===== src/rtl/spi_pkg.sv =====
// Shared constants, types and carriers of the serial port
package spi_pkg;

    localparam int unsigned WORD_BITS     = 8;
    localparam int unsigned CLK_PERIOD_NS = 10;
    localparam int unsigned SCK_HALF_NS   = 80;
    // Least time: rounded up to whole cycles
    localparam logic [7:0]  SCK_HALF_CYC  =
        8'((SCK_HALF_NS + CLK_PERIOD_NS - 1) / CLK_PERIOD_NS);

    // Register offsets, byte addresses
    localparam logic [7:0] CTRL_OFS     = 8'h00;
    localparam logic [7:0] DATA_OFS     = 8'h04;
    localparam logic [7:0] IRQ_STAT_OFS = 8'h08;
    localparam logic [7:0] IRQ_MASK_OFS = 8'h0C;
    localparam logic [7:0] STATE_OFS    = 8'h10;

    // Control register fields
    localparam int unsigned CTL_DONE_BIT    = 7;
    localparam int unsigned CTL_MASTER_BIT  = 6;
    localparam int unsigned CTL_FAULT_BIT   = 5;
    localparam int unsigned CTL_SEL_HI_BIT  = 3;
    localparam int unsigned CTL_SEL_LO_BIT  = 2;
    localparam int unsigned CTL_PORT_EN_BIT = 0;
    localparam logic [1:0]  SEL_RESET       = 2'h1;

    // Select modes
    localparam logic [1:0] SEL_3WIRE = 2'h0;
    localparam logic [1:0] SEL_4W_IN = 2'h1;

    // Interrupt status and mask fields
    localparam int unsigned IRQ_DONE_BIT  = 0;
    localparam int unsigned IRQ_FAULT_BIT = 1;
    localparam int unsigned IRQ_BITS      = 2;
    localparam logic [1:0]  IRQ_RESET     = 2'h0;

    // State register fields
    localparam int unsigned ST_BUSY_BIT   = 0;
    localparam int unsigned ST_SEL_BIT    = 1;
    localparam int unsigned ST_NSS_BIT    = 2;
    localparam int unsigned ST_COUNT_LSB  = 4;

    typedef enum logic [0:0] {
        XFER_IDLE,
        XFER_SHIFT
    } xfer_e;

    typedef struct packed {
        logic [7:0]  addr;
        logic [31:0] wdata;
        logic        wr;
        logic        rd;
    } reg_req_s;

    typedef struct packed {
        logic sck;
        logic mosi;
        logic miso;
        logic nss;
    } pins_in_s;

    typedef struct packed {
        logic sck_out;
        logic sck_oe_n;
        logic mosi_out;
        logic mosi_oe_n;
        logic miso_out;
        logic miso_oe_n;
        logic nss_out;
        logic nss_oe_n;
        logic nss_mapped;
    } pins_out_s;

endpackage


===== src/rtl/pin_sync3.sv =====
// Three-stage pin synchroniser with agreement filter
`timescale 1ns/10ps
module pin_sync3
    import spi_pkg::*;
#(
    parameter int unsigned WIDTH = 4
) (
    input  wire logic             mclk,
    input  wire logic             rst_n,
    input  wire logic [WIDTH-1:0] pin_in,
    output logic      [WIDTH-1:0] pin_val
);

    typedef struct packed {
        logic [WIDTH-1:0] s1;
        logic [WIDTH-1:0] s2;
        logic [WIDTH-1:0] s3;
        logic [WIDTH-1:0] val;
    } sync_s;

    sync_s            q;
    sync_s            d;
    logic [WIDTH-1:0] agreed;

    // A change counts only once stages two and three agree
    for (genvar i = 0; i < WIDTH; i++) begin : g_bit
        assign agreed[i] = (q.s2[i] == q.s3[i]) ? q.s3[i] : q.val[i];
    end

    always_comb begin
        d     = q;
        d.s1  = pin_in;
        d.s2  = q.s1;
        d.s3  = q.s2;
        d.val = agreed;
    end

    always_ff @(posedge mclk or negedge rst_n) begin
        if (!rst_n) begin
            q <= '0;
        end else begin
            q <= d;
        end
    end

    assign pin_val = q.val;

endmodule


===== src/rtl/spi_port.sv =====
// Serial port pin, select mode and transfer logic
//
// Our own choices: the address-and-strobe port and the placing of the registers.
`timescale 1ns/10ps
//
// Overview of operation
// - Master drives the data-out line; slave only reads it.
// - Master reads the data-in line; slave drives it.
// - Words travel top bit first on both data lines.
// - As master the data-out line follows the shift register top bit.
// - Data-in line released when disabled or an unselected four-wire slave.
// - Three-wire slave drives its data line from the shift register top bit.
// - Master makes the serial clock; slave only samples it.
// - Unselected four-wire slave ignores all serial clock edges.
// - Select mode 00 is three-wire and ignores the select pin.
// - Three-wire slave always counts itself selected; sole slave on the bus.
// - Select mode 01 takes the select pin as input; low selects the slave.
// - Mode 01 master loses mastership on a falling select pin.
// - Upper select bit set drives the select pin at the lower bit level.
// - Select mode 00 (three-wire) leaves the select pin unmapped; modes 01, 10 and 11 map it.
// - Select mode bits sit at bits 3 and 2 of the control register.
// - Select fault clears master and port enables and sets the fault flag.
// - Four-wire slave restarts its bit counter on each falling select.
// - A transfer is complete after eight bits pass the shift register.
module spi_port
    import spi_pkg::*;
(
    input  wire logic     mclk,
    input  wire logic     rst_n,
    input  wire reg_req_s reg_req,
    output logic [31:0]   reg_rdata,
    output logic          irq,
    input  wire pins_in_s pins_in,
    output pins_out_s     pins_out
);

    ////////////////////////////////////////////////////////////////////////////
    // State

    typedef struct packed {
        logic                master_en;
        logic                port_en;
        logic [1:0]          sel_mode;
        logic [IRQ_BITS-1:0] irq_stat;
        logic [IRQ_BITS-1:0] irq_mask;
        logic [31:0]         rdata;
        xfer_e               xfer;
        logic [7:0]          half_cnt;
        logic [2:0]          fall_cnt;
        logic                sck;
        logic                sck_prev;
        logic                nss_prev;
    } port_s;

    port_s      q;
    port_s      d;

    logic [3:0] pin_val;
    logic       sck_s;
    logic       mosi_s;
    logic       miso_s;
    logic       nss_s;

    logic       sh_clear;
    logic       sh_load;
    logic       sh_sample;
    logic       sh_shift;
    logic       sh_in;
    logic       sh_msb;
    logic [7:0] sh_rx;
    logic       sh_done;
    logic [2:0] sh_count;

    logic       selected;
    logic       slave_act;
    logic       master_act;
    logic       nss_fall;
    logic       sck_rise;
    logic       sck_fall;
    logic       fault;
    logic       wr_ctrl;
    logic       wr_data;
    logic       m_sample;
    logic       m_shift;

    ////////////////////////////////////////////////////////////////////////////
    // Pin inputs and shift register

    pin_sync3 #(
        .WIDTH (4)
    ) u_sync (
        .mclk    (mclk),
        .rst_n   (rst_n),
        // Select travels inverted: a zeroed synchroniser then reads idle high
        .pin_in  ({pins_in.sck, pins_in.mosi, pins_in.miso, !pins_in.nss}),
        .pin_val (pin_val)
    );

    assign sck_s  = pin_val[3];
    assign mosi_s = pin_val[2];
    assign miso_s = pin_val[1];
    assign nss_s  = !pin_val[0];

    spi_shifter u_shifter (
        .mclk      (mclk),
        .rst_n     (rst_n),
        .clear     (sh_clear),
        .load      (sh_load),
        .load_byte (reg_req.wdata[7:0]),
        .sample    (sh_sample),
        .shift     (sh_shift),
        .in_bit    (sh_in),
        .msb       (sh_msb),
        .rx_byte   (sh_rx),
        .done      (sh_done),
        .bit_count (sh_count)
    );

    ////////////////////////////////////////////////////////////////////////////
    // Select and edge decoding

    always_comb begin
        // Mode 00 ignores the pin; 1x is a master-only mode
        selected = (q.sel_mode == SEL_3WIRE) ||
                   (q.sel_mode == SEL_4W_IN && !nss_s);
        master_act = q.port_en && q.master_en;
        slave_act  = q.port_en && !q.master_en && selected;
        nss_fall   = q.nss_prev && !nss_s;
        sck_rise   = !q.sck_prev && sck_s;
        sck_fall   = q.sck_prev && !sck_s;
        fault      = master_act && q.sel_mode == SEL_4W_IN && nss_fall;
        wr_ctrl    = reg_req.wr && reg_req.addr == CTRL_OFS;
        wr_data    = reg_req.wr && reg_req.addr == DATA_OFS;
        m_sample   = q.xfer == XFER_SHIFT && q.half_cnt == SCK_HALF_CYC - 8'd1
                     && !q.sck;
        m_shift    = q.xfer == XFER_SHIFT && q.half_cnt == SCK_HALF_CYC - 8'd1
                     && q.sck;
    end

    // Slave clock is only an input; edges count only while selected
    assign sh_sample = master_act ? m_sample : (slave_act && sck_rise);
    assign sh_shift  = master_act ? m_shift : (slave_act && sck_fall);
    assign sh_in     = master_act ? miso_s : mosi_s;
    // Slave loads only between words so a live byte is never torn
    assign sh_load   = wr_data && q.port_en &&
                       (master_act ? q.xfer == XFER_IDLE : sh_count == 3'd0);
    assign sh_clear  = !q.port_en || fault ||
                       (!q.master_en && q.sel_mode == SEL_4W_IN && nss_fall);

    ////////////////////////////////////////////////////////////////////////////
    // Next state

    always_comb begin
        d          = q;
        d.sck_prev = sck_s;
        d.nss_prev = nss_s;
        d.rdata    = '0;

        // Master clock generator
        if (master_act && q.xfer == XFER_SHIFT) begin
            if (q.half_cnt == SCK_HALF_CYC - 8'd1) begin
                d.half_cnt = '0;
                d.sck      = !q.sck;
                if (q.sck) begin
                    d.fall_cnt = q.fall_cnt + 3'd1;
                    if (q.fall_cnt == 3'(WORD_BITS - 1)) begin
                        d.xfer = XFER_IDLE;
                    end
                end
            end else begin
                d.half_cnt = q.half_cnt + 8'd1;
            end
        end else if (sh_load && master_act) begin
            d.xfer     = XFER_SHIFT;
            d.half_cnt = '0;
            d.fall_cnt = '0;
            d.sck      = 1'b0;
        end
        if (!master_act) begin
            d.xfer = XFER_IDLE;
            d.sck  = 1'b0;
        end

        // Register writes
        if (wr_ctrl) begin
            d.master_en = reg_req.wdata[CTL_MASTER_BIT];
            d.port_en   = reg_req.wdata[CTL_PORT_EN_BIT];
            d.sel_mode  = reg_req.wdata[CTL_SEL_HI_BIT:CTL_SEL_LO_BIT];
        end
        if (reg_req.wr && reg_req.addr == IRQ_MASK_OFS) begin
            d.irq_mask = reg_req.wdata[IRQ_BITS-1:0];
        end
        if (reg_req.wr && reg_req.addr == IRQ_STAT_OFS) begin
            d.irq_stat = q.irq_stat & ~reg_req.wdata[IRQ_BITS-1:0];
        end

        // Events set after the clear, so a set wins
        if (sh_done) begin
            d.irq_stat[IRQ_DONE_BIT] = 1'b1;
        end
        if (fault) begin
            d.master_en               = 1'b0;
            d.port_en                 = 1'b0;
            d.irq_stat[IRQ_FAULT_BIT] = 1'b1;
            d.xfer                    = XFER_IDLE;
            d.sck                     = 1'b0;
        end

        // Register reads; unmapped offsets read zero
        if (reg_req.rd) begin
            if (reg_req.addr == CTRL_OFS) begin
                d.rdata[CTL_DONE_BIT]                   = q.irq_stat[IRQ_DONE_BIT];
                d.rdata[CTL_MASTER_BIT]                 = q.master_en;
                d.rdata[CTL_FAULT_BIT]                  = q.irq_stat[IRQ_FAULT_BIT];
                d.rdata[CTL_SEL_HI_BIT:CTL_SEL_LO_BIT]  = q.sel_mode;
                d.rdata[CTL_PORT_EN_BIT]                = q.port_en;
            end else if (reg_req.addr == DATA_OFS) begin
                d.rdata[7:0] = sh_rx;
            end else if (reg_req.addr == IRQ_STAT_OFS) begin
                d.rdata[IRQ_BITS-1:0] = q.irq_stat;
            end else if (reg_req.addr == IRQ_MASK_OFS) begin
                d.rdata[IRQ_BITS-1:0] = q.irq_mask;
            end else if (reg_req.addr == STATE_OFS) begin
                d.rdata[ST_BUSY_BIT]                = q.xfer == XFER_SHIFT;
                d.rdata[ST_SEL_BIT]                 = selected;
                d.rdata[ST_NSS_BIT]                 = nss_s;
                d.rdata[ST_COUNT_LSB+2:ST_COUNT_LSB] = sh_count;
            end
        end
    end

    always_ff @(posedge mclk or negedge rst_n) begin
        if (!rst_n) begin
            q          <= '0;
            q.sel_mode <= SEL_RESET;
            q.irq_stat <= IRQ_RESET;
            q.irq_mask <= IRQ_RESET;
            q.xfer     <= XFER_IDLE;
            q.sck_prev <= 1'b0;
            q.nss_prev <= 1'b1;
        end else begin
            q <= d;
        end
    end

    ////////////////////////////////////////////////////////////////////////////
    // Outputs

    assign reg_rdata = q.rdata;
    assign irq       = |(q.irq_stat & q.irq_mask);

    always_comb begin
        pins_out.sck_out    = q.sck;
        pins_out.sck_oe_n   = !master_act;
        pins_out.mosi_out   = sh_msb;
        pins_out.mosi_oe_n  = !master_act;
        pins_out.miso_out   = sh_msb;
        pins_out.miso_oe_n  = !slave_act;
        // Select output is honoured regardless of role
        pins_out.nss_out    = q.sel_mode[0];
        pins_out.nss_oe_n   = !q.sel_mode[1];
        pins_out.nss_mapped = q.sel_mode != SEL_3WIRE;
    end
endmodule


===== src/rtl/spi_shifter.sv =====
// Eight-bit shift register with bit counter
`timescale 1ns/10ps
module spi_shifter
    import spi_pkg::*;
(
    input  wire logic       mclk,
    input  wire logic       rst_n,
    input  wire logic       clear,
    input  wire logic       load,
    input  wire logic [7:0] load_byte,
    input  wire logic       sample,
    input  wire logic       shift,
    input  wire logic       in_bit,
    output logic            msb,
    output logic [7:0]      rx_byte,
    output logic            done,
    output logic [2:0]      bit_count
);

    typedef struct packed {
        logic [7:0] sh;
        logic [7:0] rx;
        logic [2:0] cnt;
        logic       held;
        logic       done;
    } shifter_s;

    shifter_s q;
    shifter_s d;

    always_comb begin
        d      = q;
        d.done = 1'b0;
        if (load) begin
            d.sh = load_byte;
        end else if (sample) begin
            d.held = in_bit;
            // An abandoned word raises no done
            if (q.cnt == 3'(WORD_BITS - 1) && !clear) begin
                d.done = 1'b1;
                d.rx   = {q.sh[6:0], in_bit};
                d.cnt  = '0;
            end else begin
                d.cnt = q.cnt + 3'd1;
            end
        end else if (shift) begin
            // Left shift keeps the top bit on the line first
            d.sh = {q.sh[6:0], q.held};
        end
        if (clear) begin
            d.cnt = '0;
        end
    end

    always_ff @(posedge mclk or negedge rst_n) begin
        if (!rst_n) begin
            q <= '0;
        end else begin
            q <= d;
        end
    end

    assign msb       = q.sh[7];
    assign rx_byte   = q.rx;
    assign done      = q.done;
    assign bit_count = q.cnt;
endmodule


===== config.mk =====
export PLATFORM = sky130hd
export DESIGN_NAME = spi_port
export DESIGN_NICKNAME = d
export VERILOG_FILES = /design/src/rtl/spi_pkg.sv /design/src/rtl/pin_sync3.sv /design/src/rtl/spi_port.sv /design/src/rtl/spi_shifter.sv
export SDC_FILE = /design/constraint.sdc
export NUM_CORES = 1
export LEC_CHECK = 0
export BUFFER_PORTS_ARGS = -buffer_cell sky130_fd_sc_hd__buf_2
export CAP_MARGIN = 20
export CORE_MARGIN = 2
export CORE_UTILIZATION = 47
export DETAILED_ROUTE_END_ITERATION = 12
export PLACE_DENSITY = 0.84
export SETUP_SLACK_MARGIN = 0.1
export SLEW_MARGIN = 20
export SYNTH_ARGS = -nofsm -noshare
export SYNTH_HDL_FRONTEND = slang
export SYNTH_SLANG_ARGS = --single-unit

===== constraint.sdc =====
create_clock -name mclk -period 2.24 [get_ports mclk]
set_input_delay 0.336 -clock mclk [delete_from_list [all_inputs] [get_ports mclk]]
set_output_delay 0.336 -clock mclk [all_outputs]
set_load 0.02 [all_outputs]

==> results.md, run 1 <==
* Status: finished clean
* Area leader, netlist: dfrtp_1
* Layout cell share with drive strength beyond 1 at 0.3030
* Startpoint types: register
* Initial DRT Pass Iterations at 4
* CP top delay family: simple AND/OR/NAND/NOR gates
* Post-synth EDFFs at 0
* Wirelength per Cell at 14.77 microns
* FP Rows at 30
* Die area at around 7900 sq um
* Layout area overhead at 16.20%
* Critical Path AT at 2.33 ns
* Setup Skew at 0.007747 ns
* HPWL after detailed placement at between 5 and 6 mm
* Seq cells post-synth at just under 70
* Die X at ~89 microns
* Worst Reg2Reg Path Length in Cells at 5
* Synth unique cells at between 40 and 50
* Cell area after layout at 3921 sq um
* Min Tclk post-route at between 2 and 2.5 ns
* Largest net degree at the start of global routing at 32
* Routed Antenna Nets at 0
* PwrDens at approximately 630 nW/um^2
* Final Non-Filler Cells at between 400 and 500
* WHS Endpoint: u_sync.d[10]$_DFF_PN0_
* Initial drt markers at about 120
* Async set or reset register ratio after synthesis at 1.000
* Maximum VDD drop at approximately 0.40 mV
* CTS sink cnt at 68
* Max Clk Rate at 478.0 MHz
* Ys flop type: dfrtp_1
* Crit. End Element: register
* IO Pins at 90
* First-pass GRT wire length at ~11 mm
* R2R Path Start: q[10]$_DFFE_PN0P_
* Number of vias per cell at 5.157
* Commonest non-fill, non-tap cell in the layout: dfrtp_1
* Pins Over Slew Limit at 0
* Largest cells by area after synthesis: dfrtp_1 49%, buf_4 8.2%, mux2i_1 5.0%
* Crit path cell chain: or3_1 > nor4_4 > o22ai_4 > nor2_4 > mux2_4
* Total Neg Setup Slack at 0 ns
* Clk_lat worst skew at 0.35 ns
* Starting density of the core at 0.4913
* Clock-pin slew on the worst setup and hold paths at 0.07 ns
* Core ar. at just under 7000 sq um
* Via count at 2367
* Dpl cells at about 440
* CTS tree: built
* TritonCTS Buffers at 9
* Synthesized area at 3374 sq um
* Period utilisation layout at 0.9339
* Setup Viol. Count Final at 0
* Synth top area share at 0.4894
* Slew @ Worst Pin at a little over 0.6 ns
* Slew margin rel. at 0.5896
* Syn Area/Cell at between 10 and 15 sq um
* Leakage at ~1.9 nW
* Hold Crit Start: pins_in[2]
* R2R Path End: u_shifter.rx_byte[6]$_DFFE_PN0P_
* Gpl congestion at 0.8492
* GRT overflow at 0
* Most frequent cells in the layout: 66 x dfrtp_1, 41 x buf_2, 24 x conb_1
* DP Area at roughly 3700 sq um
* DRC violations left at 0
* GRT Total Usage at 0.1862
* Crit-path slowest cell: or3_1
* Fin nets at between 400 and 500
* RSZ-0062 raised after global routing: no
* Fin util at 0.5709
* Die Height at ~89 microns
* Critical Path RT at around 2.5 ns
* R2R Setup Slk at 0.15 ns
* Port bufs at 41
* Antenna fix cells at 0
* Initial antenna violation count at 0
* CTS Root Cell: clkbuf_8
* Final hold violation count at 0
* Routed WL at between 6 and 7 mm
* Worst-path maximum fanout at 6
* Register area share after synthesis at 0.5050
* Min-delay worst type: input pin to register
* Worst setup path class: register to register
* CP bufs+invs at 0
* Max Cap Violations at 0
* Hold path depth at 1
* CTS max path bufs at 2
* Yosys Warn Count at 0
* Crit path largest cell delay at between 0.5 and 0.6 ns
* Mapped Cells at 302
* Vias in the first global route at about 2200
* H-tree levels at 3
## cell families after synthesis
| group | synth area share |
|---|---|
| AO/OA/AOI/OAI | 0.08714 |
| AND/OR/NAND/NOR | 0.1468 |
| multiplexers | 0.1127 |
| XOR/XNOR | 0.007788 |
| buffers and inverters | 0.1053 |
| other | 0.001111 |
| flip-flops | 0.5050 |
| adder cells (fa/ha/maj) | 0.03411 |
## worst max path at each step
stage	slack, ns	endpoint	start	cells past startpoint
final	0.15	u_shifter.rx_byte[6]$_DFFE_PN0P_	q[10]$_DFFE_PN0P_	5
after global routing	0.10	u_shifter.rx_byte[3]$_DFFE_PN0P_	q[10]$_DFFE_PN0P_	5
after CTS	0.09	u_shifter.rx_byte[3]$_DFFE_PN0P_	q[6]$_DFFE_PN0P_	6
after detailed placement	-0.06	u_shifter.bit_count[2]$_DFFE_PN0P_	reg_req[37]	7
after global placement	0.02	u_shifter.bit_count[1]$_DFFE_PN0P_	reg_req[37]	7
after floorplan	0.11	u_shifter.rx_byte[0]$_DFFE_PN0P_	q[6]$_DFFE_PN0P_	6
## sequential cells by signal (all words and copies together), names as in the netlist
name,flops
q,21
reg_rdata,8
u_shifter.q,8
u_shifter.rx_byte,8
u_sync.d,8
u_sync.pin_val,4
u_sync.q,4
u_shifter.bit_count,3
pins_out,2
u_shifter.done,1
u_shifter.msb,1
## area by class of cell
cell class	instances	area (sq um)
Clock buffer	11	141.4
Clock inverter	4	50.05
Fill cell	573	2948
Inverter	11	41.29
Multi-Input combinational cell	203	1456
Sequential cell	68	1704
Tap cell	96	120.1
Timing Repair Buffer	66	407.9
## Yosys cell counts, drive strengths merged (3+ instances only)
cell    number
a21oi       10
a22o         7
a22oi        3
and3         4
buf         41
clkbuf       3
dfrtp       66
ha           6
inv         11
maj3         4
mux2        16
mux2i       17
nand2       14
nand2b       3
nand3        9
nor2        21
nor2b        8
nor3         8
nor4         5
o21ai       12
o22ai        3
or3          4
xor2         3
## stage by stage
stage          total power (W)  hold slack [ns]  worst slack (ns)
2_1_floorplan         0.001449          0.04041            0.1071
3_3_place_gp          0.001502           0.3271           0.01774
3_5_place_dp          0.001512           0.3297          -0.06321
4_1_cts               0.002494          0.07683           0.09280
5_1_grt               0.002582          0.06955            0.1004
6_report              0.002477          0.09166            0.1480
## power breakdown
part / internal (W) / switching [W] / leakage, nW
clock: 0.000536 / 0.000447 / 0.0914
sequential: 0.00127 / 0.0000310 / 0.826
combinational: 0.0000712 / 0.000124 / 1.00
## metal layers
metal  wire [microns]  up-vias  track usage
met5                0        -            0
met4              120        0      0.06612
met3              409       13      0.06437
met2             3247       97       0.2836
met1             3001     1143       0.2480
li1                 -     1114            -
## what timing repair did
item	CTS	global route
buffers inserted	3	0
pin swaps	6	3
resized for setup	1	2
setup endpoints to repair	16	18
cloned	1	0
hold buffers	1	0
hold endpoints to repair	20	0
(Power assumes the default switching activity.)
==> run 2: changes to the inputs <==
--- a/config.mk
+++ b/config.mk
@@ -5,12 +5,13 @@
 export SDC_FILE = /design/constraint.sdc
 export NUM_CORES = 1
 export LEC_CHECK = 0
-export BUFFER_PORTS_ARGS = -buffer_cell sky130_fd_sc_hd__buf_2
+export BUFFER_PORTS_ARGS = -buffer_cell sky130_fd_sc_hd__buf_4
 export CAP_MARGIN = 20
 export CORE_MARGIN = 2
-export CORE_UTILIZATION = 47
+export CORE_UTILIZATION = 50
 export DETAILED_ROUTE_END_ITERATION = 12
-export PLACE_DENSITY = 0.84
+export HOLD_SLACK_MARGIN = 0.08
+export PLACE_DENSITY = 0.85
 export SETUP_SLACK_MARGIN = 0.1
 export SLEW_MARGIN = 20
 export SYNTH_ARGS = -nofsm -noshare
==> constraint.sdc (replaced) <==
create_clock -name mclk -period 2.02 [get_ports mclk]
set_input_delay 0.303 -clock mclk [delete_from_list [all_inputs] [get_ports mclk]]
set_output_delay 0.303 -clock mclk [all_outputs]
set_load 0.02 [all_outputs]
==> results.md, run 2 (same netlist as run 1, synthesis figures left out) <==
* Min Tclk post-route at approximately 2.1 ns
* Clk_lat worst skew at about 0.35 ns
* Total power at between 0.002 and 0.003 W
* Max Clk Rate at 473.1 MHz
* DP Area at around 3800 sq um
* Vias in the first global route at roughly 2300
* Critical Path AT at 2.34 ns
* Worst hold margin at 0.04147 ns
* DRC violations left at 0
* Wirelength per Cell at 15.21 microns
* Pins Over Slew Limit at 0
* Max Cap Violations at 0
* Clock-pin slew on the worst setup and hold paths at roughly 0.080 ns
* RSZ-0062 raised after global routing: yes
* Critical Path RT at ~2.2 ns
* GRT overflow at 0
* Port bufs at 41
* IO Pins at 90
* Final WS setup at -0.09369 ns
* Slew margin rel. at 0.4411
* TritonCTS Buffers at 9
* H-tree levels at 3
* Leakage at 2.020 nW
* Final Non-Filler Cells at between 400 and 500
* Die Height at 86.15 microns
* Layout cell share with drive strength beyond 1 at 0.3342
* Most frequent cells in the layout: 78 x buf_4, 66 x dfrtp_1, 24 x conb_1
* Setup Skew at 0.01431 ns
* Final hold violation count at 0
* Largest net degree at the start of global routing at 69
* Starting density of the core at 0.5254
* Number of vias per cell at 5.249
* Layout area overhead at 22.91%
* Slew @ Worst Pin at 0.8384 ns
* FP Rows at 29
* Min-delay worst type: input pin to async pin
* Gpl congestion at a little over 0.8
* CTS sink cnt at 68
* Worst setup path class: register to register
* HPWL after detailed placement at just under 5 mm
* Fill count at between 400 and 500
* Cell area after layout at 4148 sq um
* PwrDens at about 670 nW/um^2
* Die X at 86.15 microns
* Initial antenna violation count at 0
* CTS Root Cell: clkbuf_8
* Failing checks: negative setup slack
* First-pass GRT wire length at about 11 mm
* Via count at roughly 2400
* CTS max path bufs at 2
* Crit. End Element: register
* R2R Path Start: q[6]$_DFFE_PN0P_
* Setup Viol. Count Final at 20
* Critical Path Source: q[6]$_DFFE_PN0P_
* Core ar. at 6422 sq um
* Die area at 7422 sq um
* Routed WL at between 6 and 7 mm
* Antenna fix cells at 0
* CTS tree: built
* Status: complete, but fails checks
* Largest register FFs at 21
* Initial drt markers at roughly 170
* Startpoint types: register
* Initial DRT Pass Iterations at 5
* Largest Register: q
* Period utilisation layout at 1.046
* Maximum VDD drop at around 0.47 mV
* Commonest non-fill, non-tap cell in the layout: buf_4
* GRT Total Usage at 0.1991
* Dpl cells at about 430
* Fin nets at roughly 430
* Worst-path maximum fanout at 5
* Routed Antenna Nets at 0
[run 2: timing repair]
action,in CTS,in global routing
setup endpoints to repair,19,28
gates cloned,1,0
resized for setup,7,4
buffers inserted,3,2
endpoints found under the hold margin,4,0
hold buffers,4,0
pin swaps,8,2
[run 2: worst paths after layout]
check / endpoint / slack (ns) / cells past startpoint
min in group mclk: u_shifter.q[17]$_DFFE_PN0P_ / 0.20 / 3
max in group asynchronous: reg_rdata[6]$_DFF_PN0_ / 1.41 / 1
worst min register to register: u_sync.d[7]$_DFF_PN0_ / 0.35 / 0
worst max register to register: u_shifter.rx_byte[0]$_DFFE_PN0P_ / -0.09 / 6
worst min-delay path: q[1]$_DFF_PN0_ / 0.04 / 1
worst max-delay path: u_shifter.rx_byte[0]$_DFFE_PN0P_ / -0.09 / 6
[run 2: layout make-up]
class                           count  area [sq um]  area share
Clock inverter                      4         50.05     0.01207
Multi-Input combinational cell    203          1485      0.3581
Timing Repair Buffer               82         625.6      0.1508
Clock buffer                       12         145.1     0.03499
Sequential cell                    68          1704      0.4109
Inverter                           11         41.29    0.009955
Tap cell                           77         96.34     0.02323
[run 2: metrics by stage]
stage / util / TNS, ns / setup WS, ns
finish: 0.6458 / -1.257 / -0.09369
CTS: 0.6415 / -0.7426 / -0.08958
global placement: 0.5936 / -2.537 / -0.1758
detailed placement: 0.5936 / -3.377 / -0.2078
global route: 0.6458 / -3.909 / -0.1967
floorplan: - / -0.3343 / -0.03755
[run 2: metal layers]
metal	GRT usage	wire length (microns)
met3	0.04524	369
met5	0	0
met2	0.3136	3409
met4	0.07648	59
met1	0.2685	3111
[run 2: worst max-delay path: stages, from the launching register on]
cell     delay (ns)
dfrtp_1        0.38
ha_2           0.18
or4bb_4        0.49
nor4_4         0.22
o22ai_4        0.18
nor2_8         0.21
mux2_4         0.32
[run 2: report_power, final]
part	leakage, nW	switching (W)	internal [W]
logic	1.10	0.000143	0.0000987
clock network	0.0926	0.000508	0.000603
registers	0.826	0.0000297	0.00141
==> run 3: changes to the inputs <==
--- a/config.mk
+++ b/config.mk
@@ -5,13 +5,13 @@
 export SDC_FILE = /design/constraint.sdc
 export NUM_CORES = 1
 export LEC_CHECK = 0
-export BUFFER_PORTS_ARGS = -buffer_cell sky130_fd_sc_hd__buf_4
 export CAP_MARGIN = 20
 export CORE_MARGIN = 2
 export CORE_UTILIZATION = 50
 export DETAILED_ROUTE_END_ITERATION = 12
+export DONT_BUFFER_PORTS = 1
 export HOLD_SLACK_MARGIN = 0.08
-export PLACE_DENSITY = 0.85
+export PLACE_DENSITY = 0.74
 export SETUP_SLACK_MARGIN = 0.1
 export SLEW_MARGIN = 20
 export SYNTH_ARGS = -nofsm -noshare
==> results.md, run 3 (same netlist as run 1, synthesis figures left out) <==
* Total Neg Setup Slack at -1.539 ns
* CP Capture Point: u_shifter.bit_count[0]$_DFFE_PN0P_
* Via count at about 2200
* Status: complete, but fails checks
* First-pass GRT wire length at 11.16 mm
* Initial antenna violation count at 0
* DRC violations left at 0
* Die X at 86.15 microns
* Slew @ Worst Pin at between 0.6 and 0.7 ns
* Layout area overhead at 14.05%
* GRT Total Usage at 0.1961
* IO Pins at 90
* Initial drt markers at between 150 and 200
* R2R Path Start: q[7]$_DFFE_PN0P_
* Most frequent cells in the layout: 66 x dfrtp_1, 35 x buf_4, 24 x conb_1
* Min Tclk post-route at around 2.2 ns
* Fin util at 0.5993
* Largest Register: q
* Worst Reg2Reg Path Length in Cells at 7
* CTS Root Cell: clkbuf_8
* Leakage at approximately 1.8 nW
* Clk_lat worst skew at 0.34 ns
* Setup Viol. Count Final at 20
* Worst hold margin at between 0.09 and 0.1 ns
* HPWL after detailed placement at approximately 4.6 mm
* Wirelength per Cell at roughly 16 microns
* Vias in the first global route at approximately 2200
* Max Cap Violations at 0
* Largest net degree at the start of global routing at approximately 70
* Final WS setup at -0.1716 ns
* Period utilisation layout at 1.085
* Core ar. at about 6400 sq um
* DP Area at around 3500 sq um
* Fin nets at 390
* Number of vias per cell at ~5.4
* R2R Setup Slk at -0.17 ns
* H-tree levels at 3
* Maximum VDD drop at around 0.50 mV
* Die Height at roughly 86 microns
* Max Clk Rate at roughly 460 MHz
* Critical Path RT at 2.28 ns
* Worst setup path class: register to register
* Pins Over Slew Limit at 0
* Largest register FFs at 21
* Starting density of the core at 0.5254
* Setup Skew at around 0.012 ns
* Min-delay worst type: input pin to register
* Clock-pin slew on the worst setup and hold paths at approximately 0.080 ns
* GRT overflow at 0
* Routed Antenna Nets at 0
* Crit. End Element: register
* Startpoint types: register
* Critical Path AT at between 2 and 2.5 ns
* Routed WL at roughly 6.7 mm
* Cell area after layout at between 3000 and 4000 sq um
* Final hold violation count at 0
* Antenna fix cells at 0
* PwrDens at approximately 670 nW/um^2
* Critical Path Source: q[7]$_DFFE_PN0P_
* TritonCTS Buffers at 9
* CTS tree: built
* Layout cell share with drive strength beyond 1 at 0.2522
* R2R Path End: u_shifter.bit_count[0]$_DFFE_PN0P_
* RSZ-0062 raised after global routing: yes
* Die area at around 7400 sq um
* CTS max path bufs at 2
* Worst-path maximum fanout at 4
* Initial DRT Pass Iterations at 4
* CTS sink cnt at 68
* Placement Setup Slack at -0.1864 ns
* Port bufs at 0
* Commonest non-fill, non-tap cell in the layout: dfrtp_1
* Gpl congestion at ~0.85
* FP Rows at 29
* Failing checks: negative setup slack
* Fill count at between 500 and 600
* Slew margin rel. at 0.5437
-- run 3: changes by cell type in the layout (fill, tap and decap cells not counted), sizes merged --
cell,delta
bufinv,-1
buf,-41
clkinvlp,-1
dlygate4sd3,+2
clkbuf,-1
clkinv,+3
-- run 3: metrics by stage --
step,total power [W],instances
final,0.002583,418
after global routing,0.002696,418
after CTS,0.002611,417
after detailed placement,0.001602,387
after global placement,0.001597,387
after floorplan,0.001607,325
-- run 3: worst min-delay path by stage --
stage                    start                 endpoint  slack (ns)  depth (start not counted)
CTS                 reg_req[0]   reg_rdata[6]$_DFF_PN0_        0.09                          1
finish              reg_req[0]   reg_rdata[6]$_DFF_PN0_         0.1                          1
global placement         rst_n    u_sync.q[7]$_DFF_PN0_        0.01                          0
global route        reg_req[0]   reg_rdata[2]$_DFF_PN0_         0.1                          1
detailed placement       rst_n    u_sync.d[7]$_DFF_PN0_       0.009                          0
floorplan                rst_n  pins_out[8]$_DFFE_PN0P_       0.007                          0
-- run 3: area by class of cell --
class                      instances  area (sq um)  share of cell area
timing repair buffer              43         361.6             0.09395
sequential                        68          1704              0.4428
multi-input combinational        203          1476              0.3836
inverter                          11         41.29             0.01073
clock buffer                      11         141.4             0.03674
tap                               77         96.34             0.02503
clock inverter                     5         27.53            0.007152
-- run 3: critical path, cell delays in order (launching register included) --
cell and delay, ns:
dfrtp_1 0.37, ha_2 0.19, or4bb_4 0.49, nor4_4 0.26, o22ai_4 0.20, buf_6 0.16, or3_4 0.32, a21oi_2 0.12
-- run 3: repair_timing --
| action | in CTS | in global routing |
|---|---|---|
| pin swaps | 2 | 4 |
| gates resized for setup | 5 | 3 |
| gates cloned | 1 | 0 |
| setup buffers | 6 | 1 |
| setup endpoints to repair | 19 | 27 |
| endpoints found under the hold margin | 73 | 0 |
| hold buffers | 7 | 0 |
-- run 3: layer usage --
metal  GRT usage  part of all wire
met1      0.2667              0.47
met2      0.3016              0.45
met3     0.04331             0.057
met4     0.08658             0.022
met5           0                 0
-- run 3: power by group --
part	switching [W]	leakage (nW)	internal [W]	total (W)
sequential	0.0000293	0.826	0.00141	0.00144
clock	0.000490	0.0889	0.000470	0.000960
combinational	0.000118	0.920	0.0000688	0.000187
